==> src/lrs_pkg.sv <==
// Purpose: Constants for the logger clock, sample and result registers.
// Assumes: Byte registers at 0x200..0x20F, all values BCD where timekeeping.
// Notes:   Shared by the register block and its checks.
package lrs_pkg;
	// ----------------------------------------
	// Register offsets
	// ----------------------------------------
	localparam logic [15:0] A_SEC   = 16'h0200; // Seconds
	localparam logic [15:0] A_MIN   = 16'h0201; // Minutes
	localparam logic [15:0] A_HR    = 16'h0202; // Hours
	localparam logic [15:0] A_DATE  = 16'h0203; // Date
	localparam logic [15:0] A_MON   = 16'h0204; // Months and century
	localparam logic [15:0] A_YR    = 16'h0205; // Years
	localparam logic [15:0] A_SRL   = 16'h0206; // Interval low
	localparam logic [15:0] A_SRH   = 16'h0207; // Interval high
	localparam logic [15:0] A_TLTH  = 16'h0208; // Temp low threshold
	localparam logic [15:0] A_THTH  = 16'h0209; // Temp high threshold
	localparam logic [15:0] A_HLTH  = 16'h020A; // Humid low threshold
	localparam logic [15:0] A_HHTH  = 16'h020B; // Humid high threshold
	localparam logic [15:0] A_TRL   = 16'h020C; // Temp result low
	localparam logic [15:0] A_TRH   = 16'h020D; // Temp result high
	localparam logic [15:0] A_HRL   = 16'h020E; // Humid result low
	localparam logic [15:0] A_HRH   = 16'h020F; // Humid result high
	// ----------------------------------------
	// Writable bit masks (fixed zero cells cleared)
	// ----------------------------------------
	localparam logic [7:0]  M_SEC   = 8'h7F;
	localparam logic [7:0]  M_MIN   = 8'h7F;
	localparam logic [7:0]  M_HR    = 8'h7F;
	localparam logic [7:0]  M_DATE  = 8'h3F;
	localparam logic [7:0]  M_MON   = 8'h9F;
	localparam logic [7:0]  M_SRH   = 8'h3F;
	// ----------------------------------------
	// Field positions
	// ----------------------------------------
	localparam int          HR_MODE = 6;        // 1 = 12-hour
	localparam int          HR_PM   = 5;        // Afternoon or 20-hour digit
	localparam int          MON_CEN = 7;        // Century flag
	// ----------------------------------------
	// BCD limits
	// ----------------------------------------
	localparam logic [7:0]  B_00    = 8'h00;
	localparam logic [7:0]  B_01    = 8'h01;
	localparam logic [7:0]  B_02    = 8'h02;
	localparam logic [7:0]  B_04    = 8'h04;
	localparam logic [7:0]  B_06    = 8'h06;
	localparam logic [7:0]  B_09    = 8'h09;
	localparam logic [7:0]  B_11    = 8'h11;
	localparam logic [7:0]  B_12    = 8'h12;
	localparam logic [7:0]  B_23    = 8'h23;
	localparam logic [7:0]  B_28    = 8'h28;
	localparam logic [7:0]  B_29    = 8'h29;
	localparam logic [7:0]  B_30    = 8'h30;
	localparam logic [7:0]  B_31    = 8'h31;
	localparam logic [7:0]  B_59    = 8'h59;
	localparam logic [7:0]  B_99    = 8'h99;
	localparam logic [3:0]  U_9     = 4'h9;
	// ----------------------------------------
	// Reset values and counts
	// ----------------------------------------
	localparam logic [13:0] SR_MIN  = 14'h0001; // Smallest interval
	localparam logic [5:0]  SEC_TOP = 6'h3B;    // Last second of a minute
	localparam logic [15:0] T_COLD  = 16'h0000; // Too-cold code
	localparam logic [15:0] T_HOT   = 16'hFFE0; // Too-hot code
endpackage : lrs_pkg

==> src/lrs_regs.sv <==
// Purpose: Clock, calendar, sample interval, thresholds and latest results.
// Assumes: sec_tick is a one-cycle pulse per second from the RTC side.
// Notes:   Register access is a plain byte port behind the serial bus.
`timescale 1ns/100ps

module lrs_regs (
	// Clock and reset
	input  wire logic        clock,
	input  wire logic        rst_n,
	input  wire logic        ce,
	// Timebase and mission
	input  wire logic        sec_tick,
	input  wire logic        mission_active,
	input  wire logic        sample_unit_select,
	input  wire logic        temp_log_width_select,
	input  wire logic        humid_log_width_select,
	// Register port
	input  wire logic [15:0] reg_addr,
	input  wire logic        reg_wr,
	input  wire logic [7:0]  reg_wdata,
	input  wire logic        reg_rd,
	output logic      [7:0]  reg_rdata,
	// Conversion results
	input  wire logic        temp_valid,
	input  wire logic [10:0] temp_code,
	input  wire logic        temp_too_cold,
	input  wire logic        temp_too_hot,
	input  wire logic        humid_valid,
	input  wire logic [15:0] humid_word,
	// Alarms
	input  wire logic        temp_high_alarm_enable,
	input  wire logic        temp_low_alarm_enable,
	input  wire logic        humid_high_alarm_enable,
	input  wire logic        humid_low_alarm_enable,
	input  wire logic        alarm_clear,
	output logic             temp_high_alarm_flag,
	output logic             temp_low_alarm_flag,
	output logic             humid_high_alarm_flag,
	output logic             humid_low_alarm_flag,
	// Logging
	output logic             sample_due,
	output logic             humid_log_low_byte
);
	// ----------------------------------------
	// State
	// ----------------------------------------
	typedef struct packed {
		logic [7:0]  sec;     // BCD seconds
		logic [7:0]  min;     // BCD minutes
		logic [7:0]  hr;      // Mode, PM/20h, BCD hours
		logic [7:0]  date;    // BCD date
		logic [7:0]  mon;     // Century and BCD month
		logic [7:0]  yr;      // BCD year
		logic [13:0] ivl;     // Sample interval
		logic [7:0]  tlth;    // Temp low threshold
		logic [7:0]  thth;    // Temp high threshold
		logic [7:0]  hlth;    // Humid low threshold
		logic [7:0]  hhth;    // Humid high threshold
		logic [15:0] tres;    // Latest temperature
		logic [15:0] hres;    // Latest humidity
		logic [13:0] icnt;    // Interval units elapsed
		logic [5:0]  pre;     // Seconds within minute
		logic [3:0]  flag;    // HH, HL, TH, TL
		logic [7:0]  rdata;   // Read data
		logic        due;     // Sample event pulse
	} lrs_state_s;

	lrs_state_s s;            // Registered state
	lrs_state_s next_s;       // Next state
	lrs_state_s rst_s;        // Reset value

	// ----------------------------------------
	// Helpers
	// ----------------------------------------
	// BCD increment of a two-digit value
	function automatic logic [7:0] bcd_inc(input logic [7:0] v);
		if (v[3:0] == lrs_pkg::U_9) begin
			bcd_inc = {v[7:4] + 4'h1, 4'h0};
		end else begin
			bcd_inc = v + 8'h01;
		end
	endfunction : bcd_inc

	// Last date of a month; leap test on BCD year digits
	function automatic logic [7:0] last_day(input logic [4:0] m,
		input logic [7:0] y);
		logic leap;
		// Divisible by four: even tens with 0/4/8, odd tens with 2/6
		leap = y[4] ? (y[3:0] == 4'h2 || y[3:0] == 4'h6) :
			(y[3:0] == 4'h0 || y[3:0] == 4'h4 || y[3:0] == 4'h8);
		case ({3'h0, m})
			lrs_pkg::B_02: last_day = leap ? lrs_pkg::B_29
				: lrs_pkg::B_28;
			lrs_pkg::B_04, lrs_pkg::B_06, lrs_pkg::B_09,
			lrs_pkg::B_11: last_day = lrs_pkg::B_30;
			default: last_day = lrs_pkg::B_31;
		endcase
	endfunction : last_day

	// ----------------------------------------
	// Reset image
	// ----------------------------------------
	always_comb begin
		rst_s      = '0;
		rst_s.date = lrs_pkg::B_01;
		rst_s.mon  = lrs_pkg::B_01;
		rst_s.ivl  = lrs_pkg::SR_MIN;
	end

	// ----------------------------------------
	// Next-state logic
	// ----------------------------------------
	// Order: ticks and results first, host writes last so they win.
	always_comb begin
		logic       day_c;
		logic       min_w;
		logic       unit_t;
		logic [7:0] hv;
		logic [7:0] hn;
		logic [7:0] wd;
		logic [7:0] rd;
		day_c  = 1'b0;
		min_w  = 1'b0;
		unit_t = 1'b0;
		hv     = '0;
		hn     = '0;
		wd     = reg_wdata;
		rd     = '0;
		next_s = s;
		next_s.due = 1'b0;
		// Clock chain, one step per second
		if (sec_tick) begin
			if (s.sec == lrs_pkg::B_59) begin
				next_s.sec = lrs_pkg::B_00;
				if (s.min == lrs_pkg::B_59) begin
					next_s.min = lrs_pkg::B_00;
					if (s.hr[lrs_pkg::HR_MODE]) begin
						// 12-hour: 11 to 12 flips afternoon, 12 to 01
						hv = {3'h0, s.hr[4:0]};
						if (hv == lrs_pkg::B_12) begin
							next_s.hr[4:0] = lrs_pkg::B_01[4:0];
						end else if (hv == lrs_pkg::B_11) begin
							next_s.hr[4:0] = lrs_pkg::B_12[4:0];
							next_s.hr[lrs_pkg::HR_PM] = ~s.hr[lrs_pkg::HR_PM];
							day_c = s.hr[lrs_pkg::HR_PM];
						end else begin
							hn = bcd_inc(hv);
							next_s.hr[4:0] = hn[4:0];
						end
					end else begin
						// 24-hour: bit 5 is the twenty digit
						hv = {2'h0, s.hr[5:0]};
						if (hv == lrs_pkg::B_23) begin
							next_s.hr[5:0] = 6'h00;
							day_c = 1'b1;
						end else begin
							hn = bcd_inc(hv);
							next_s.hr[5:0] = hn[5:0];
						end
					end
				end else begin
					next_s.min = bcd_inc(s.min);
				end
			end else begin
				next_s.sec = bcd_inc(s.sec);
			end
		end
		// Calendar carry
		if (day_c) begin
			if (s.date == last_day(s.mon[4:0], s.yr)) begin
				next_s.date = lrs_pkg::B_01;
				if (s.mon[4:0] == lrs_pkg::B_12[4:0]) begin
					next_s.mon[4:0] = lrs_pkg::B_01[4:0];
					if (s.yr == lrs_pkg::B_99) begin
						next_s.yr = lrs_pkg::B_00;
						next_s.mon[lrs_pkg::MON_CEN] = ~s.mon[lrs_pkg::MON_CEN];
					end else begin
						next_s.yr = bcd_inc(s.yr);
					end
				end else begin
					hn = bcd_inc({3'h0, s.mon[4:0]});
					next_s.mon[4:0] = hn[4:0];
				end
			end else begin
				next_s.date = bcd_inc(s.date);
			end
		end
		// Minute prescaler runs always so minute units stay aligned
		if (sec_tick) begin
			if (s.pre == lrs_pkg::SEC_TOP) begin
				next_s.pre = '0;
				min_w = 1'b1;
			end else begin
				next_s.pre = s.pre + 6'h01;
			end
		end
		// Sample interval counter
		unit_t = sample_unit_select ? sec_tick : min_w;
		if (!mission_active) begin
			next_s.icnt = '0;
		end else if (unit_t) begin
			if (s.icnt + 14'h0001 >= s.ivl) begin
				next_s.icnt = '0;
				next_s.due  = 1'b1;
			end else begin
				next_s.icnt = s.icnt + 14'h0001;
			end
		end
		// Latest temperature, same code as logged entries
		if (temp_valid) begin
			if (temp_too_cold) begin
				next_s.tres = lrs_pkg::T_COLD;
			end else if (temp_too_hot) begin
				next_s.tres = lrs_pkg::T_HOT;
			end else begin
				// High byte is half degrees, top three low bits are sixteenths
				next_s.tres = {temp_code, 5'h00};
				if (!temp_log_width_select) begin
					next_s.tres[7:0] = 8'h00;
				end
			end
		end
		// Latest humidity, full word whatever the format
		if (humid_valid) begin
			next_s.hres = humid_word;
		end
		// Alarm flags, high byte only; set wins over clear
		if (alarm_clear) begin
			next_s.flag = '0;
		end
		if (mission_active && temp_valid) begin
			if (temp_high_alarm_enable && next_s.tres[15:8] >= s.thth) begin
				next_s.flag[1] = 1'b1;
			end
			if (temp_low_alarm_enable && next_s.tres[15:8] <= s.tlth) begin
				next_s.flag[0] = 1'b1;
			end
		end
		if (mission_active && humid_valid) begin
			if (humid_high_alarm_enable && humid_word[15:8] >= s.hhth) begin
				next_s.flag[3] = 1'b1;
			end
			if (humid_low_alarm_enable && humid_word[15:8] <= s.hlth) begin
				next_s.flag[2] = 1'b1;
			end
		end
		// Host writes, read-only while a mission runs
		if (reg_wr && !mission_active) begin
			case (reg_addr)
				lrs_pkg::A_SEC:  next_s.sec  = wd & lrs_pkg::M_SEC;
				lrs_pkg::A_MIN:  next_s.min  = wd & lrs_pkg::M_MIN;
				lrs_pkg::A_HR:   next_s.hr   = wd & lrs_pkg::M_HR;
				lrs_pkg::A_DATE: next_s.date = wd & lrs_pkg::M_DATE;
				lrs_pkg::A_MON:  next_s.mon  = wd & lrs_pkg::M_MON;
				lrs_pkg::A_YR:   next_s.yr   = wd;
				lrs_pkg::A_SRL:  next_s.ivl[7:0] = wd;
				lrs_pkg::A_SRH:  next_s.ivl[13:8] = wd[5:0];
				lrs_pkg::A_TLTH: next_s.tlth = wd;
				lrs_pkg::A_THTH: next_s.thth = wd;
				lrs_pkg::A_HLTH: next_s.hlth = wd;
				lrs_pkg::A_HHTH: next_s.hhth = wd;
				default: next_s.rdata = next_s.rdata;
			endcase
			// Zero interval is kept as one unit
			if (next_s.ivl == '0) begin
				next_s.ivl = lrs_pkg::SR_MIN;
			end
		end
		// Read mux; unmapped addresses read zero
		case (reg_addr)
			lrs_pkg::A_SEC:  rd = s.sec;
			lrs_pkg::A_MIN:  rd = s.min;
			lrs_pkg::A_HR:   rd = s.hr;
			lrs_pkg::A_DATE: rd = s.date;
			lrs_pkg::A_MON:  rd = s.mon;
			lrs_pkg::A_YR:   rd = s.yr;
			lrs_pkg::A_SRL:  rd = s.ivl[7:0];
			lrs_pkg::A_SRH:  rd = {2'h0, s.ivl[13:8]};
			lrs_pkg::A_TLTH: rd = s.tlth;
			lrs_pkg::A_THTH: rd = s.thth;
			lrs_pkg::A_HLTH: rd = s.hlth;
			lrs_pkg::A_HHTH: rd = s.hhth;
			lrs_pkg::A_TRL:  rd = s.tres[7:0];
			lrs_pkg::A_TRH:  rd = s.tres[15:8];
			lrs_pkg::A_HRL:  rd = s.hres[7:0];
			lrs_pkg::A_HRH:  rd = s.hres[15:8];
			default:         rd = 8'h00;
		endcase
		// Clock bytes are not snapshotted; coherence is up to the host burst
		if (reg_rd) begin
			next_s.rdata = rd;
		end
	end

	// ----------------------------------------
	// State register
	// ----------------------------------------
	// The enable freezes everything, including the read latch
	always_ff @(posedge clock) begin
		if (!rst_n) begin
			s <= rst_s;
		end else if (ce) begin
			s <= next_s;
		end
	end

	// ----------------------------------------
	// Outputs
	// ----------------------------------------
	assign reg_rdata             = s.rdata;
	assign temp_low_alarm_flag   = s.flag[0];
	assign temp_high_alarm_flag  = s.flag[1];
	assign humid_low_alarm_flag  = s.flag[2];
	assign humid_high_alarm_flag = s.flag[3];
	assign sample_due            = s.due;
	// Low humidity byte is logged only in 16-bit format
	assign humid_log_low_byte    = mission_active && humid_log_width_select;
endmodule : lrs_regs

==> config.mk <==
export PLATFORM = sky130hd
export DESIGN_NAME = lrs_regs
export DESIGN_NICKNAME = d
export VERILOG_FILES = /design/src/lrs_pkg.sv /design/src/lrs_regs.sv
export SDC_FILE = /design/constraint.sdc
export NUM_CORES = 1
export LEC_CHECK = 0
export CORE_ASPECT_RATIO = 0.6
export CORE_MARGIN = 8
export CORE_UTILIZATION = 44
export DETAILED_ROUTE_END_ITERATION = 10
export DONT_BUFFER_PORTS = 1
export PLACE_DENSITY = 0.58
export SLEW_MARGIN = 30
export SYNTH_ARGS = -nofsm -noshare
export SYNTH_HDL_FRONTEND = slang
export SYNTH_SLANG_ARGS = --single-unit
==> constraint.sdc <==
create_clock -name clock -period 3.2 [get_ports clock]
set_input_delay 0.32 -clock clock [delete_from_list [all_inputs] [get_ports clock]]
set_output_delay 0.32 -clock clock [all_outputs]
set_load 0.01 [all_outputs]
* Word-level counts from Yosys, hierarchy flattened *
Index checks and enable logic that the tools add are counted.
Widths: inputs -> output; s select.

word-level totals
  output and inout bits = 14
  input port bits = 70
  register bits after elaboration = 156
  logic and storage cells = 189

cells by class
  mux-type cells = 79
  $add $sub $neg = 16
  order comparisons = 5
  bitwise logic cells = 2
  eq/ne operators = 41
  reductions and logical operators = 26

operator list
  kind                   number
  $eq 16x10->1 const B   16
  $mux 8                 23
  $pmux 8 s16            1
  $mux 94                1
  $mux 16                4
  $mux 14                4
  $mux 6                 9
  $add 8x1->8 const B    4
  $eq 4x4->1 const B     7
  $mux 13                2
  $mux 5                 5
  $mux 1                 24
  $eq 5x5->1 const B     4
  $add 4x1->4 const B    4
  $eq 8x7->1 const B     2
  $ge 8x8->1             2
  $le 8x8->1             2
  $reduce_and 3->1       5
  $add 14x1->14 const B  1
  $ge 14x14->1           1
  $logic_not 14->1       1
  $add 6x1->6 const B    2
  $eq 6x6->1 const B     2
  $reduce_and 2->1       6
  22 further kinds       37

* Logic depth before layout (Yosys ltp) *
  word-level depth = 13
  mapped depth = 15
  mapped depth without buffers = 14

* Worst setup path after synthesis *
No wires, ideal clock.

  path kind = register -> register
  start point = reg s[19] in the netlist's numbering
  end point = reg s[21] in the netlist's numbering
  data required time = 3,143 ps
  data arrival time = 3,095 ps
  path buffers = 1
  period minus slack after synthesis = 3,153 ps
  library setup time = 57 ps
  stages on the path, launching flop included = 15
  setup slack = 47 ps
  cells stage by stage = dfxtp_1 > and3_1 > nand3_1 > nor2_1 > nand3_1 > xnor2_1 > ha_1 > a21o_1 > a21o_1 > a211o_1 > a2111oi_0 > o2111ai_1 > clkbuf_1 > a21oi_1 > a21o_1

on the way
  cells in the longest elaborated chain, start to end = 5

ends and longest elaborated chain
  what                    RTL line                          RTL
  start, declared         lrs_regs.sv:68                    lrs_state_s s;
  start signal, assigned  lrs_regs.sv:301                   s <= rst_s;
  start signal, assigned  lrs_regs.sv:303                   s <= next_s;
  $add 14x1->14 (*)       lrs_regs.sv:202, lrs_regs.sv:206
  $ge 14x14->1            lrs_regs.sv:202                   if (s.icnt + 14'h0001 >= s.ivl) begin
  $mux 14 (*)             lrs_regs.sv:202
  $mux 14 (*)             lrs_regs.sv:201                   end else if (unit_t) begin
  $mux 14 (*)             lrs_regs.sv:199                   if (!mission_active) begin

Every way passes the cells marked *; elsewhere a longest branch is shown, timed or not. The select of a mux whose other input is x is not followed.
A chain may end at the register's enable or synchronous reset.

* Worst setup path after layout *
  start point = reg s[20] in the netlist's numbering
  end point = reg s[24] in the netlist's numbering

Same word-level chain as after synthesis.

==> results.cfg <==
[outcome]
status = finished clean

[yosys]
synth_compound_area_share_pct = 23.53
ys_seq_elements = 151
synth_top_area_cell = dfxtp_1
syn_area_per_cell_sq_um = 7.557
synthTopCellsByArea = dfxtp_1, ha_1, nand2_1
async_flop_share_pct = 0
ys_seq_area_share_pct = 29.85
post_synth_and_or_nand_nor_area_fraction_pct = 24.81
ys_types = 78
synth-edff-count = 0
syn_area_sq_um = 10130
yosysWarnings = 0
synth_xor_area_share_pct = 1.557
syn_inst = 1340
syn_nets = 1473
synth_ff_type = dfxtp_1
synthMuxAreaShare_pct = 5.993
synth_top_family_by_area = simple AND/OR/NAND/NOR gates
synth_fa_ha_area_share_pct = 7.785
synth.top_cell.area_share_pct = 29.85

[worst_setup_path]
worst-setup-path-type = flop to flop
critical_path_arrival_ns = 3.39
r2r_slack_ns = 0.19
reg2regPathDepth = 15
start_kind = flop
critPathCaptureType = flop
worstPathRequired_ns = 3.59
cp_max_fo = 7

[timing]
relSlewSlack_pct = 48.58
worst_slew_pin_slew_ns = 0.7642
tns_ns = 0
finalSetupViolations = 0
holdWs_ns = 0.006454
finalCritPeriodShare_pct = 94.05
grt_setup_unrepaired = false
fmax_ghz = 0.3323
period_needed_ns = 3.010
hold_viol = 0
finClkSkew_ns = 0.01262
slew_viol_final = 0

[place]
placed_cell_area_sq_um = 10610
place_congestion = 0.9568
io_buffer_count = 0
dp_hpwl_um = 26470

[floorplan]
boundaryPins = 84
rows = 43
die_y_um = 133.5
core_sq_um = 22870
dieWidth_um = 211.8
die_area_sq_um = 28280
start_util_pct = 44.28

[pwr]
pwr-share-seq_pct = 46.2
clkPwrFrac_pct = 47.2
power.internal_mw = 3.074
power.switching_mw = 1.094
powerDensity_nw_per_um2 = 365.5
finalPower_mw = 4.169
p_comb_share_pct = 6.5
p_leak_nw = 4.106
ir_drop_mv = 0.3512
swShare_pct = 26.25

[clocking]
cts_tree = built
cts.path.max_buffers = 2
cts.sinks = 151
cts-root-buf = clkbuf_16
cts_made_buffers = 17
insertion_delay_ns = 0.45
clk_pin_slew_ns = 0.07
ctsHtreeMaxLevel = 4

[drt]
vias = 10010
route.antenna.remaining_nets = 0
drc = 0
drtIter0Drc = 1207
viasPerCell = 6.004
routed_wl_um = 36430
wl_per_cell_um = 21.85
dr.pass1.iters = 7

[global_routing]
grt_pass1_wl_um = 54990
antenna_found_initial = 1
grt_max_degree = 57
grt_pass1_vias = 8923
grt_overflow = 0
grt_use_total_pct = 25.14

[run]
cap_viol_max_count = 0

[cells_and_area]
mostFrequentLayoutCells = nand2_1, dfxtp_1, nor2_1
syn_to_final_growth_pct = 12.64
fin_area_sq_um = 11410
drive_above_1_share_pct = 11.40
layout_commonest_cell = nand2_1
fillers = 2263
fin_nets = 1471
final_util_pct = 49.88

[min_path]
hold_path_depth = 2
hp-class = input pin to flop
[worst paths after layout]
check	from	endpoint
setup reg to reg	s[20]	s[24]
setup / recovery	s[20]	s[24]
hold / removal	humid_word[7]	s[40]
hold reg to reg	s[31]	s[31]
[what timing repair did]
action,4_1_cts,5_1_grt
endpoints found under the hold margin,15,0
hold buffers,7,0
resized for setup,6,21
pin swaps,1,8
endpoints found under the setup margin,14,15
cloned,0,1
setup buffers,3,2
[cells in the mapped netlist (8+ instances only)]
| library cell | count |
|---|---|
| dfxtp_1 | 151 |
| nand2_1 | 199 |
| a211oi_1 | 10 |
| a22oi_1 | 26 |
| a21o_1 | 20 |
| and3_1 | 15 |
| nor4_1 | 14 |
| o31ai_1 | 11 |
| o21a_1 | 14 |
| clkbuf_1 | 80 |
| nand2b_1 | 23 |
| xnor2_1 | 11 |
| nor3_1 | 41 |
| nand3_1 | 38 |
| inv_1 | 69 |
| o21ai_0 | 57 |
| ha_1 | 63 |
| a21oi_1 | 101 |
| nor2_1 | 129 |
| nor2b_1 | 12 |
| buf_4 | 8 |
| o211ai_1 | 11 |
| mux2_2 | 13 |
| nand4_1 | 20 |
| mux2i_1 | 37 |
| a221oi_1 | 8 |
[worst max-delay path: stages, from the launching register on]
cell and delay [ns]:
dfxtp_2 0.36, and3_1 0.17, nand3_2 0.11, nor2_4 0.12, nand3_1 0.12, xnor2_2 0.16, ha_1 0.30, a21o_1 0.18
a21o_1 0.17, a211o_1 0.31, a2111oi_4 0.22, buf_4 0.18, o2111ai_4 0.14, buf_6 0.17, a21oi_1 0.12, a21o_1 0.10
[per-stage QoR]
| stage | setup WS [ns] | std cells |
|---|---|---|
| 3_5_place_dp | -0.1053 | 1621 |
| 4_1_cts | 0.01092 | 1663 |
| 2_1_floorplan | 0.04726 | 1340 |
| 6_report | 0.1904 | 1667 |
| 3_3_place_gp | -0.06748 | 1621 |
| 5_1_grt | 0.02167 | 1667 |
[state kept, by name, indices dropped and copies added, names as in the netlist]
register,cells
humid_high_alarm_flag,1
humid_low_alarm_flag,1
reg_rdata,8
s,138
sample_due,1
temp_high_alarm_flag,1
temp_low_alarm_flag,1
[area by class of cell]
type / count / area (sq um) / share of cell area (%)
clock inverter: 12 / 95.09 / 0.8337
antenna: 1 / 2.502 / 0.02194
timing repair buffer: 76 / 591.8 / 5.189
sequential: 151 / 3028 / 26.55
multi-input combinational: 1023 / 6568 / 57.58
inverter: 69 / 260.3 / 2.282
clock buffer: 20 / 466.7 / 4.092
tap: 315 / 394.1 / 3.455
[kinds of logic (layout without fill, tap and decap cells)]
| group | after synthesis | count (layout) |
|---|---|---|
| AOI/OAI and AO/OA | 352 | 352 |
| other | 0 | 1 |
| adders and majority gates | 63 | 63 |
| DFF | 151 | 151 |
| and+or+nand+nor | 536 | 536 |
| buffers and inverters | 166 | 177 |
| muxes | 54 | 54 |
| xor gates and xnor gates | 18 | 18 |
[power groups by stage]
stage	clock (mW)	combinational [mW]	sequential [mW]
6_report	1.97	0.272	1.93
3_5_place_dp	0	0.256	1.97
3_3_place_gp	0	0.252	1.97
2_1_floorplan	0	0.229	1.96
5_1_grt	2.07	0.302	1.93
4_1_cts	1.99	0.268	1.93
[routing by layer]
metal / up-vias / track usage (%) / routed length [um]
li1: 4823 / - / -
met1: 4680 / 39.18 / 17890
met2: 463 / 32.01 / 13650
met3: 42 / 7.413 / 4209
met4: 0 / 6.346 / 674
met5: - / 0 / 0
Note: power is estimated with default switching activity, not from simulation.
